## src/design/gp_event_map.svh

```systemverilog
// Purpose: Offsets, field positions, reset values and masks for the event unit
// Assumes: Configuration offsets are byte addresses within function 0
// Notes: Definitions only
`ifndef GP_EVENT_MAP_SVH
`define GP_EVENT_MAP_SVH

// ----------------------------------------
// Register offsets
// ----------------------------------------
`define EVT_STATUS_OFFSET 8'hA8
`define EVT_ENABLE_OFFSET 8'hAA
`define INPUT_LEVELS_OFFSET 8'hAC

// ----------------------------------------
// Enable field positions
// ----------------------------------------
`define SOCKET0_VIDEO_BIT 15
`define SOCKET1_VIDEO_BIT 14
`define POWER_CHANGE_BIT 11
`define TWELVE_VOLT_BIT 8

// ----------------------------------------
// Masks and reset values
// ----------------------------------------
`define EVT_WRITABLE_MASK 16'hC91F
`define EVT_ENABLE_RESET 16'h0000
`define EVT_STATUS_RESET 16'h0000
`define INPUT_LEVELS_MASK 16'h001F
`define INPUT_COUNT 5
`define TERMINAL_COUNT 7

`endif

```

## src/design/gp_event_pkg.sv

```systemverilog
// Purpose: Types shared by the event unit modules
// Assumes: None
// Notes: Constants live in gp_event_map.svh
package gp_event_pkg;

    typedef logic [15:0] reg16_t;
    typedef logic [4:0] inputs_t;

    // ----------------------------------------
    // Multifunction terminal function codes
    // ----------------------------------------
    typedef enum logic [1:0] {
        TERM_GENERAL_INPUT,
        TERM_GENERAL_OUTPUT,
        TERM_EVENT_OUTPUT,
        TERM_OTHER
    } term_function_t;

endpackage : gp_event_pkg

```

## src/design/pin_sync_if.sv

```systemverilog
// Purpose: Carries synchronised input levels and change strobes between modules
// Assumes: Single clock domain
// Notes: Source is the synchroniser, sink is the event unit
`timescale 1ns/100ps
interface pin_sync_if;
    import gp_event_pkg::*;

    inputs_t level;
    inputs_t changed;

    modport source (output level, output changed);
    modport sink (input level, input changed);

endinterface : pin_sync_if

```

## src/design/gp_event_enable_and_input.sv

```systemverilog
// Purpose: Event enable, event status and input level registers with event output
// Assumes: Host reaches these registers through configuration function 0 only
// Notes: Socket power and twelve-volt events arrive as one-cycle strobes, video-port enables as levels, from logic on sys_clk
`timescale 1ns/100ps
`include "gp_event_map.svh"

// Operation
// - Sixteen-bit event enable register at AAh gates sources onto the event output.
// - Event output stays asserted until the status bit or its enable bit is cleared.
// - Event reaches a pin only on a terminal configured for event signalling.
// - Bit 15 enables events on socket 0 video-port enable change.
// - Bit 14 enables events on socket 1 video-port enable change.
// - Bit 11 enables events on any socket power state change.
// - Bit 8 enables events on twelve-volt programming request changes.
// - Bits 4..0 enable events on input changes of terminals 5,4,2,1,0.
// - Enable bits 13-12, 10-9, 7-5 read zero; all enables reset zero.
// - Read-only sixteen-bit input register at ACh shows input terminal levels.
// - Input bits 4..0 show synchronised levels of terminals 5,4,2,1,0.
// - Input register bits 15..5 read zero.
// - Writes to the input register are ignored.
// - Writing one clears a status bit and its pending event.
// - Status bits latch regardless of enables.
module gp_event_enable_and_input
    import gp_event_pkg::*;
(
    input wire logic sys_clk,
    input wire logic reset,
    input wire logic clk_en,
    input wire logic cfg_func0,
    input wire logic cfg_write,
    input wire logic cfg_read,
    input wire logic [7:0] cfg_addr,
    input wire logic [1:0] cfg_byte_en,
    input wire logic [15:0] cfg_wdata,
    output logic [15:0] cfg_rdata,
    output logic cfg_rvalid,
    input wire logic video_port_enable_setting_0,
    input wire logic video_port_enable_setting_1,
    input wire logic socket_power_changed,
    input wire logic twelve_volt_changed,
    input wire logic [4:0] input_pins,
    input wire logic [13:0] terminal_function,
    output logic [6:0] multifunction_terminals_out,
    output logic [6:0] multifunction_terminals_oe_n,
    output logic system_event_output
);

    reg16_t event_enable_mask_r;
    reg16_t event_enable_mask_nxt;
    reg16_t event_status_r;
    reg16_t event_status_nxt;
    reg16_t cfg_rdata_r;
    reg16_t cfg_rdata_nxt;
    logic cfg_rvalid_r;
    logic cfg_rvalid_nxt;
    logic video0_prev_r;
    logic video0_prev_nxt;
    logic video1_prev_r;
    logic video1_prev_nxt;
    logic event_r;
    logic event_nxt;
    logic [6:0] term_out_r;
    logic [6:0] term_out_nxt;
    logic [6:0] term_oe_n_r;
    logic [6:0] term_oe_n_nxt;
    reg16_t event_set;
    reg16_t write_mask;
    inputs_t input_is_general;
    logic wr_enable;
    logic wr_status;

    pin_sync_if sync_bus ();

    pin_input_sync u_pin_input_sync (
        .sys_clk(sys_clk),
        .reset(reset),
        .clk_en(clk_en),
        .pins(input_pins),
        .sync(sync_bus.source)
    );

    // ----------------------------------------
    // Helpers
    // ----------------------------------------
    function automatic term_function_t term_fn(input logic [13:0] cfg, input int idx);
        term_fn = term_function_t'(cfg[2*idx +: 2]);
    endfunction : term_fn

    function automatic reg16_t lane_mask(input logic [1:0] be);
        lane_mask = {{8{be[1]}}, {8{be[0]}}};
    endfunction : lane_mask

    // Input bit order maps to terminals 5,4,2,1,0
    always_comb begin
        input_is_general[4] = term_fn(terminal_function, 5) == TERM_GENERAL_INPUT;
        input_is_general[3] = term_fn(terminal_function, 4) == TERM_GENERAL_INPUT;
        input_is_general[2] = term_fn(terminal_function, 2) == TERM_GENERAL_INPUT;
        input_is_general[1] = term_fn(terminal_function, 1) == TERM_GENERAL_INPUT;
        input_is_general[0] = term_fn(terminal_function, 0) == TERM_GENERAL_INPUT;
    end

    // ----------------------------------------
    // Register writes and event capture
    // ----------------------------------------
    always_comb begin
        write_mask = lane_mask(cfg_byte_en) & cfg_wdata;
        // Function 1 accesses fall through to nothing here
        wr_enable = cfg_write && cfg_func0 && (cfg_addr == `EVT_ENABLE_OFFSET);
        wr_status = cfg_write && cfg_func0 && (cfg_addr == `EVT_STATUS_OFFSET);
        // Writes at INPUT_LEVELS_OFFSET decode to nothing and change nothing
        event_set = 16'h0000;
        event_set[`SOCKET0_VIDEO_BIT] = video_port_enable_setting_0 != video0_prev_r;
        event_set[`SOCKET1_VIDEO_BIT] = video_port_enable_setting_1 != video1_prev_r;
        event_set[`POWER_CHANGE_BIT] = socket_power_changed;
        event_set[`TWELVE_VOLT_BIT] = twelve_volt_changed;
        event_set[4:0] = sync_bus.changed & input_is_general;
        video0_prev_nxt = video_port_enable_setting_0;
        video1_prev_nxt = video_port_enable_setting_1;
        event_enable_mask_nxt = event_enable_mask_r;
        if (wr_enable) begin
            event_enable_mask_nxt = ((event_enable_mask_r & ~lane_mask(cfg_byte_en))
                | write_mask) & `EVT_WRITABLE_MASK;
        end
        event_status_nxt = event_status_r;
        if (wr_status) begin
            event_status_nxt = event_status_r & ~write_mask;
        end
        // Set wins over a clear in the same cycle; enables play no part here
        event_status_nxt = (event_status_nxt | event_set) & `EVT_WRITABLE_MASK;
    end

    // ----------------------------------------
    // Read path
    // ----------------------------------------
    always_comb begin
        cfg_rvalid_nxt = cfg_read && cfg_func0;
        cfg_rdata_nxt = 16'h0000;
        if (cfg_read && cfg_func0) begin
            unique case (cfg_addr)
                `EVT_ENABLE_OFFSET: cfg_rdata_nxt = event_enable_mask_r;
                `EVT_STATUS_OFFSET: cfg_rdata_nxt = event_status_r;
                `INPUT_LEVELS_OFFSET: cfg_rdata_nxt = {11'h000, sync_bus.level};
                default: cfg_rdata_nxt = 16'h0000;
            endcase
        end
    end

    // ----------------------------------------
    // Event output and terminal drive
    // ----------------------------------------
    // Held while any enabled status bit stays set, so only a status or enable clear drops it
    always_comb begin
        event_nxt = |(event_status_r & event_enable_mask_r);
        term_out_nxt = 7'h00;
        term_oe_n_nxt = 7'h7F;
        for (int t = 0; t < `TERMINAL_COUNT; t++) begin
            if (term_fn(terminal_function, t) == TERM_EVENT_OUTPUT) begin
                // Event line is active low, driven only on configured terminals
                term_out_nxt[t] = ~event_nxt;
                term_oe_n_nxt[t] = 1'b0;
            end
        end
    end

    always_ff @(posedge sys_clk or posedge reset) begin
        if (reset) begin
            event_enable_mask_r <= `EVT_ENABLE_RESET;
            event_status_r <= `EVT_STATUS_RESET;
            cfg_rdata_r <= 16'h0000;
            cfg_rvalid_r <= 1'b0;
            video0_prev_r <= 1'b0;
            video1_prev_r <= 1'b0;
            event_r <= 1'b0;
            term_out_r <= 7'h00;
            term_oe_n_r <= 7'h7F;
        end else if (clk_en) begin
            event_enable_mask_r <= event_enable_mask_nxt;
            event_status_r <= event_status_nxt;
            cfg_rdata_r <= cfg_rdata_nxt;
            cfg_rvalid_r <= cfg_rvalid_nxt;
            video0_prev_r <= video0_prev_nxt;
            video1_prev_r <= video1_prev_nxt;
            event_r <= event_nxt;
            term_out_r <= term_out_nxt;
            term_oe_n_r <= term_oe_n_nxt;
        end
    end

    assign cfg_rdata = cfg_rdata_r;
    assign cfg_rvalid = cfg_rvalid_r;
    assign system_event_output = event_r;
    assign multifunction_terminals_out = term_out_r;
    assign multifunction_terminals_oe_n = term_oe_n_r;

endmodule : gp_event_enable_and_input

```

## src/design/pin_input_sync.sv

```systemverilog
// Purpose: Three-flop synchroniser and change detector for the general inputs
// Assumes: Pins are asynchronous to sys_clk
// Notes: A change counts once the second and third stages agree
`timescale 1ns/100ps
`include "gp_event_map.svh"
module pin_input_sync
    import gp_event_pkg::*;
(
    input wire logic sys_clk,
    input wire logic reset,
    input wire logic clk_en,
    input wire logic [4:0] pins,
    pin_sync_if.source sync
);

    inputs_t stage1_r;
    inputs_t stage1_nxt;
    inputs_t stage2_r;
    inputs_t stage2_nxt;
    inputs_t stage3_r;
    inputs_t stage3_nxt;
    inputs_t level_r;
    inputs_t level_nxt;
    inputs_t changed_r;
    inputs_t changed_nxt;
    logic primed_r;
    logic primed_nxt;
    logic [1:0] fill_r;
    logic [1:0] fill_nxt;

    // ----------------------------------------
    // Next state
    // ----------------------------------------
    // First stage feeds only the second stage
    always_comb begin
        stage1_nxt = pins;
        stage2_nxt = stage1_r;
        stage3_nxt = stage2_r;
        level_nxt = level_r;
        changed_nxt = 5'h00;
        primed_nxt = primed_r;
        fill_nxt = (fill_r == 2'h3) ? fill_r : fill_r + 2'h1;
        for (int i = 0; i < `INPUT_COUNT; i++) begin
            if (stage2_r[i] == stage3_r[i]) begin
                level_nxt[i] = stage3_r[i];
                // No change reported until the pipeline holds real pin values
                changed_nxt[i] = primed_r && (stage3_r[i] != level_r[i]);
            end
        end
        // Third stage holds real pin values only after three edges
        if (!primed_r) begin
            level_nxt = stage3_r;
            primed_nxt = fill_r == 2'h3;
        end
    end

    always_ff @(posedge sys_clk or posedge reset) begin
        if (reset) begin
            stage1_r <= 5'h00;
            stage2_r <= 5'h00;
            stage3_r <= 5'h00;
            level_r <= 5'h00;
            changed_r <= 5'h00;
            primed_r <= 1'b0;
            fill_r <= 2'h0;
        end else if (clk_en) begin
            stage1_r <= stage1_nxt;
            stage2_r <= stage2_nxt;
            stage3_r <= stage3_nxt;
            level_r <= level_nxt;
            changed_r <= changed_nxt;
            primed_r <= primed_nxt;
            fill_r <= fill_nxt;
        end
    end

    assign sync.level = level_r;
    assign sync.changed = changed_r;

endmodule : pin_input_sync

```

## config.mk

```make
export PLATFORM = sky130hd
export DESIGN_NAME = gp_event_enable_and_input
export DESIGN_NICKNAME = d
export VERILOG_FILES = /design/src/design/gp_event_pkg.sv /design/src/design/pin_sync_if.sv /design/src/design/gp_event_enable_and_input.sv /design/src/design/pin_input_sync.sv
export VERILOG_INCLUDE_DIRS = /design/src /design/src/design
export SDC_FILE = /design/constraint.sdc
export NUM_CORES = 1
export LEC_CHECK = 0
export ABC_AREA = 1
export ABC_CLOCK_PERIOD_IN_PS = 2100
export BUFFER_PORTS_ARGS = -buffer_cell sky130_fd_sc_hd__buf_2
export CAP_MARGIN = 40
export CELL_PAD_IN_SITES_DETAIL_PLACEMENT = 1
export CELL_PAD_IN_SITES_GLOBAL_PLACEMENT = 1
export CORE_ASPECT_RATIO = 1.75
export CORE_MARGIN = 8
export CORE_UTILIZATION = 42
export DETAILED_ROUTE_END_ITERATION = 16
export GPL_ROUTABILITY_DRIVEN = 0
export PLACE_DENSITY_LB_ADDON = 0.1
export SLEW_MARGIN = 10
export SYNTH_ARGS = -nofsm -noshare
export SYNTH_HDL_FRONTEND = slang
export SYNTH_HIERARCHICAL = 1
export SYNTH_SLANG_ARGS = --single-unit
```

## constraint.sdc

```tcl
create_clock -name sys_clk -period 2.1 [get_ports sys_clk]
set_input_delay 0.105 -clock sys_clk [delete_from_list [all_inputs] [get_ports sys_clk]]
set_output_delay 0.105 -clock sys_clk [all_outputs]
set_load 0.03 [all_outputs]
```

### Yosys cells after proc, flatten, opt, wreduce, memory -nomap -nowiden

Index checks and enable logic that the tools add are counted.
W data, S select, Z words.

* $add $sub $neg: 1
* eq/ne operators: 28
* mux-type cells: 29
* bitwise logic cells: 11
* reduce and logical (&&, ||, !) cells: 22

Operators by type and width (number)
* $and A16 B16 Y16: 4
* $pmux W16 S3: 1
* $mux W16: 2
* $not A16 Y16: 2
* $or A16 B16 Y16: 2
* $mux W1: 25
* $eq A8 B8 Y1 const B: 3
* $eq A2 B2 Y1 const B: 8
* $reduce_or A16 Y1: 1
* $reduce_and A2 Y1: 7
* $logic_not A2 Y1: 5
* $ne A2 B2 Y1 const B: 5
* $logic_and A1 B1 Y1: 9
* $ne A1 B1 Y1: 7
* $and A5 B5 Y5: 1
* $eq A1 B1 Y1: 5
* $mux W5: 1
* $add A2 B1 Y2 const B: 1
* $not A1 Y1: 2

* bits in registers: 80
* input port bits: 55
* logic and storage cells: 111

### Logic depth before layout (Yosys ltp)

Gate-level depths: netlist (run 1).

* depth after elaboration: 5
* mapped depth: 9
* mapped depth without buffers: 9

### Hierarchy

Netlist (run 1), hierarchy kept.

By module, submodules not included
* gp_event_enable_and_input: times used 1, cells each 295, area an instance 2323.5 sq um
* pin_input_sync: times used 1, cells each 150, area an instance 1255.0 sq um

### Worst setup path after synthesis (run 1)

Ideal clock, no wire load.

* path kind: register -> register
* start point: register (tool-made name)
* end point: register event_r, in the netlist system_event_output
* library setup time: 0.145 ns
* arrival time: 0.946 ns
* path slack: 1.008 ns
* cell stages (with the launch flop): 5
* cell sequence: dfrtp_1 > nand2_1 > nand2_1 > a21oi_1 > a31oi_1

RTL lines
* end signal, assigned: line gp_event_enable_and_input.sv:183 `event_r <= event_nxt;`
* end, declared: line gp_event_enable_and_input.sv:60 `logic event_r;`

==> results of run 1 <==
[where the power goes]
part | total, mW | switching (mW) | internal [mW] | leakage (nW)
clock network | 1.65 | 0.604 | 1.04 | 0.149
registers | 1.77 | 0.162 | 1.61 | 0.904
logic | 0.616 | 0.393 | 0.223 | 1.33
[metal layers]
layer,up-vias,wire [um],share of wire,GRT usage
li1,1569,-,-,-
met1,1578,3830,0.38,0.1888
met2,43,5791,0.57,0.3443
met3,9,347,0.034,0.04273
met4,0,134,0.013,0.06413
met5,-,0,0,0
[worst min-delay path, stage by stage]
cell and delay [ns]:
buf_2 0.07, nor2_1 0.05, nor2_1 0.09
[final timing paths]
check / start / cells after the start / to / slack, ns
setup / recovery: register / 4 / system_event_output / 0.62
hold / removal: terminal_function[6] / 3 / multifunction_terminals_oe_n[3] / 0.01
setup reg to reg: register / 4 / system_event_output / 0.62
hold reg to reg: u_pin_input_sync/stage1_r[2] / 2 / u_pin_input_sync/stage1_r[2] / 0.47
max in group asynchronous: reset / 4 / async pin / 1.20
min in group asynchronous: reset / 4 / u_pin_input_sync/sync.level[3] / 0.40
[area by class of cell]
cell class / instances / share of cell area
Tap cell: 115 / 0.03235
Timing Repair Buffer: 89 / 0.1159
Inverter: 43 / 0.03769
Sequential cell: 73 / 0.4127
Clock inverter: 6 / 0.02082
Clock buffer: 10 / 0.05148
Multi-Input combinational cell: 315 / 0.3291
[metrics by stage]
| step | power [mW] | instance area [sq um] | instances | hold slack [ns] |
|---|---|---|---|---|
| after floorplan | 2.195 | 3601 | 451 | 0.1704 |
| after global placement | 2.369 | 4016 | 624 | 0.2009 |
| after detailed placement | 2.406 | 4016 | 624 | 0.2116 |
| after CTS | 4.091 | 4448 | 651 | 0.005083 |
| after global routing | 4.243 | 4448 | 651 | 0.02555 |
| final | 4.037 | 4448 | 651 | 0.01054 |
[what timing repair did]
action	in CTS	in global routing
hold buffers	11	0
resized for setup	0	0
endpoints found under the hold margin	76	0
[kinds of logic after synthesis]
| family | share of synthesized area |
|---|---|
| other | 0.001048 |
| XOR/XNOR | 0.002448 |
| adder cells (fa/ha/maj) | 0.003496 |
| flip-flops | 0.5129 |
| buffers and inverters | 0.08426 |
| AO/OA/AOI/OAI | 0.06189 |
| AND/OR/NAND/NOR | 0.3339 |
[placed cells by master, fill, tap and decap left out]
master and instances:
inv_2 1, ha_1 1, bufinv_16 2, o21bai_1 1
dfrtp_1 66, nor3_1 5, a21oi_1 8, clkinv_1 2
clkbuf_16 9, nand2_2 2, nor2_8 2, clkinv_4 3
o21ai_1 9, nor2_1 24, clkinv_2 1, dlygate4sd3_1 11
o21ai_0 14, nand3_4 2, a31oi_1 1, clkinvlp_4 2
nand2_1 160, dfstp_2 7, conb_1 7, buf_2 72
o21ai_2 6, nor2_4 3, inv_1 38, buf_4 6
clkbuf_1 1, nand2_4 2, nand3_1 67, xnor2_1 1
==> out/metrics.cfg, run 1 <==
[finish]
drive_above_1_share = 0.2239
multi_input_area_sq_um = 1464
fin_nets = 587
utilization = 0.5351
area_delta_synth_final_pct = 24.30
fill_cells = 1042
antenna_cells = 0
regArea_sq_um = 1836

[synth]
synth_commonest_cells = nand2_1 (160), nand3_1 (67), dfrtp_1 (66)
yosysTopAreaCell = dfrtp_1
netlist-cell-type-count = 29
synthCells = 445
synth_top_area_frac = 0.4615
seq_area_frac_synth = 0.5129
synth_edf_count = 0
synth.avg_cell_area_sq_um = 8.041
yosys_register_bits = 73
netlist_top_cells_area = dfrtp_1 (46%), nand2_1 (17%), nand3_1 (9.4%), dfstp_2 (5.1%), inv_1 (4.1%)
synth_area_sq_um = 3578
synth_ff_type = dfrtp_1
yosysWarnings = 6
synth.most_common_cell = nand2_1
ys_async_sr_fraction = 1.000

[clock_network]
cts_buffers = 9
clockRootBuffer = clkbuf_16
cts.sinks = 73
clkLatencyLatePin_ns = 0.34
cts.htree.levels = 3
clock_path_buffers = 2
post_cts_buffers = 0
clkTransAtPathRegs_ns = 0.06
cts_tree = done

[place]
pre_cts_ws_ns = 0.6438
portBuffers = 72
post-dp-hpwl_um = 7456

[sta]
setup_slack_ns = 0.6207
setup_tns_ns = 0
slew_violations = 0
rsz0062_at_grt = false
finClkSkew_ns = 0.01058
slew_headroom = 0.5368
finalCriticalPeriod_ns = 1.479
worst_pin_slew_ns = 0.6949
period_share = 0.7044
hold_violations = 0
setup_violations = 0
max_freq_mhz = 676.0

[drt]
wl_per_cell_um = 15.52
drt-initial-drc-count = 109
drt_wl_total_um = 10100
drtAntennaViolNets = 0
dr_total_vias = 3199
drc = 0
viasPerCell = 4.914
first_pass_iters = 4

[die]
boundaryPins = 87
start_util = 0.4305
die_w_um = 85.78
num_rows = 44
die_h_um = 138.1
coreArea_sq_um = 8313
die_area_sq_um = 11850

[worst_setup_path]
cp_data_arrival_time_ns = 1.66
cp_num_buf_inv = 0
cpMostUsedCell = nand2_1
crit_chain = nand2_1 > nand2_1 > a21oi_1 > a31oi_1
crit_path_max_incr_delay_ns = 0.56
cp-end-kind = register
critPathKind = reg -> reg
crit_required_ns = 2.28
crit_fanout = 8
path_delay_family = compound AO/OA/AOI/OAI gates
cp_slowest_cell = a21oi_1
start_kind = register

[global_route]
grt_pass1_wl_um = 17140
grt_max_degree = 46
gr-usage-all-layers = 0.1835
antenna_found_initial = 0
grt_remaining_overflow = 0
grt_pass1_vias = 3492

[status]
status = completed

[power]
ir_drop_v = 0.0006073
power.density_nw_per_um2 = 907.7
p_leak_nw = 2.384

[job]
drv_cap = 0

[worst_hold_path]
hold_path_class = in -> reg

Note: power is estimated with default switching activity, not from simulation.
==> inputs of run 2 (changes only) <==
--- a/config.mk
+++ b/config.mk
@@ -7,14 +7,14 @@
 export NUM_CORES = 1
 export LEC_CHECK = 0
 export ABC_AREA = 1
-export ABC_CLOCK_PERIOD_IN_PS = 2100
+export ABC_CLOCK_PERIOD_IN_PS = 1200
 export BUFFER_PORTS_ARGS = -buffer_cell sky130_fd_sc_hd__buf_2
 export CAP_MARGIN = 40
 export CELL_PAD_IN_SITES_DETAIL_PLACEMENT = 1
 export CELL_PAD_IN_SITES_GLOBAL_PLACEMENT = 1
 export CORE_ASPECT_RATIO = 1.75
 export CORE_MARGIN = 8
-export CORE_UTILIZATION = 42
+export CORE_UTILIZATION = 35
 export DETAILED_ROUTE_END_ITERATION = 16
 export GPL_ROUTABILITY_DRIVEN = 0
 export PLACE_DENSITY_LB_ADDON = 0.1
==> constraint.sdc (replaced) <==
create_clock -name sys_clk -period 1.2 [get_ports sys_clk]
set_input_delay 0.06 -clock sys_clk [delete_from_list [all_inputs] [get_ports sys_clk]]
set_output_delay 0.06 -clock sys_clk [all_outputs]
set_load 0.03 [all_outputs]
==> run 2 against run 1 <==
  * Via count is 2.9% higher
  * Wire length up 5.7%
  * Critical path depth fell by 3
  * Cell count is 5.4% higher
  * Sequential cell count unchanged
  * Total power grew 73%
  * Register-to-register slack worse by 0.50 ns
  * First-iteration DRC count shrank 6.4%
  * Sequential share of layout area down 2.2 points
  * Clock-buffer cell count stayed put
==> out/metrics.cfg, run 2 (synthesized netlist as in run 1, its figures left out) <==
[die]
num_rows = 49
die_area_sq_um = 13840
boundaryPins = 87
start_util = 0.3537
die_h_um = 149.8
die_w_um = 92.44
coreArea_sq_um = 10120

[worst_setup_path]
path_depth = 1
crit_path_max_incr_delay_ns = 0.54
crit_required_ns = 1.14
critPathKind = reg -> out
crit_fanout = 2
cp_slowest_cell = dfstp_2
r2r_start = event_status_r[15]
r2r.worst_path.cells = 6
cp_data_arrival_time_ns = 1.07
r2r_end = multifunction_terminals_out[2]
path_delay_family = flip-flops
crit_end = multifunction_terminals_oe_n[0]
cp-end-kind = output port
cp_num_buf_inv = 1
ff2ff_setup_slack_ns = 0.12
crit_chain = buf_2
crit_start = multifunction_terminals_oe_n[0]
start_kind = register

[clock_network]
clkLatencyLatePin_ns = 0.34
cts_buffers = 9
clock_path_buffers = 2
cts_tree = done
clkTransAtPathRegs_ns = 0.06
cts.sinks = 73
clockRootBuffer = clkbuf_16
cts.htree.levels = 3

[drt]
dr_total_vias = 3292
drtAntennaViolNets = 0
drc = 0
wl_per_cell_um = 15.57
drt-initial-drc-count = 102
drt_wl_total_um = 10680
viasPerCell = 4.799
first_pass_iters = 4

[sta]
finalCriticalPeriod_ns = 1.134
finClkSkew_ns = 0.005744
setup_tns_ns = 0
slew_violations = 0
max_freq_mhz = 881.6
hold_violations = 0
hold_ws_ns = 0.006485
setup_violations = 0
rsz0062_at_grt = false
setup_slack_ns = 0.06567
period_share = 0.9453

[global_route]
met3_usage = 0.03164
grt_pass1_wl_um = 18130
grt_pass1_vias = 3616
grt_remaining_overflow = 0
use_met1 = 0.1706
gr-usage-all-layers = 0.1667
use_met2 = 0.3188
grt_max_degree = 46
grt_busiest_layer = met2
antenna_found_initial = 0

[finish]
postLayoutCellArea_sq_um = 4695
area_delta_synth_final_pct = 31.19
utilization = 0.4641
multi_input_area_sq_um = 1468
fin_nets = 610
regArea_sq_um = 1836
drive_above_1_share = 0.2379
fin_cells = 686
final_cell_mix = nand2_1 (160), buf_2 (72), nand3_1 (67)
fill_cells = 1266
final_common_cell = nand2_1
antenna_cells = 0

[place]
portBuffers = 72
pre_cts_ws_ns = 0.08335
dpl-instance-area_sq_um = 4164
dp.cells = 647
post-dp-hpwl_um = 7813

[job]
drv_cap = 0

[worst_hold_path]
hold_path_class = in -> reg

[power]
p_leak_nw = 2.505
ir_drop_v = 0.0009181
total_power_mw = 7.003
power.density_nw_per_um2 = 1492

[status]
status = completed

## run 2: power breakdown
| part | leakage, nW | total, mW | switching (mW) | internal (mW) |
|---|---|---|---|---|
| clock network | 0.148 | 2.69 | 1.04 | 1.65 |
| logic | 1.45 | 1.20 | 0.719 | 0.482 |
| registers | 0.904 | 3.11 | 0.290 | 2.82 |
## run 2: timing repair
item,CTS,global route
hold endpoints to repair,90,0
hold buffers,23,0
buffers inserted,0,0
endpoints found under the setup margin,0,4
gates resized for setup,0,1
## run 2: how the worst min path moves through the flow
stage                         start                             end  slack (ns)  cells after the start
6_report               cfg_wdata[4]                        register       0.006                      3
5_1_grt        terminal_function[5]               event_status_r[2]        0.02                      4
4_1_cts                cfg_wdata[4]                        register       0.004                      3
3_5_place_dp                  reset  multifunction_terminals_out[4]        0.13                      3
3_3_place_gp                  reset  multifunction_terminals_out[4]        0.13                      3
2_1_floorplan                 reset      u_pin_input_sync/fill_r[0]        0.13                      1
## run 2: worst reg2reg max path, cell delays in order (launching register included)
cell and delay (ns):
dfrtp_1 0.41, nand2_1 0.09, nand3_1 0.09, nor2_1 0.12, buf_4 0.18, nand3_1 0.08
nand2_1 0.07
## run 2: cell type report
type / count / share of cell area
clock buffer: 10 / 0.05091
clock inverter: 6 / 0.01226
inverter: 43 / 0.03571
multi-input combinational: 315 / 0.3126
sequential: 73 / 0.3910
tap: 127 / 0.03385
timing repair buffer: 112 / 0.1636
## run 2: routing by layer
layer  up-vias  wire length (um)
li1       1611                 -
met1      1622              4021
met2        46              6110
met3        13               355
met4         0               191
met5         -                 0
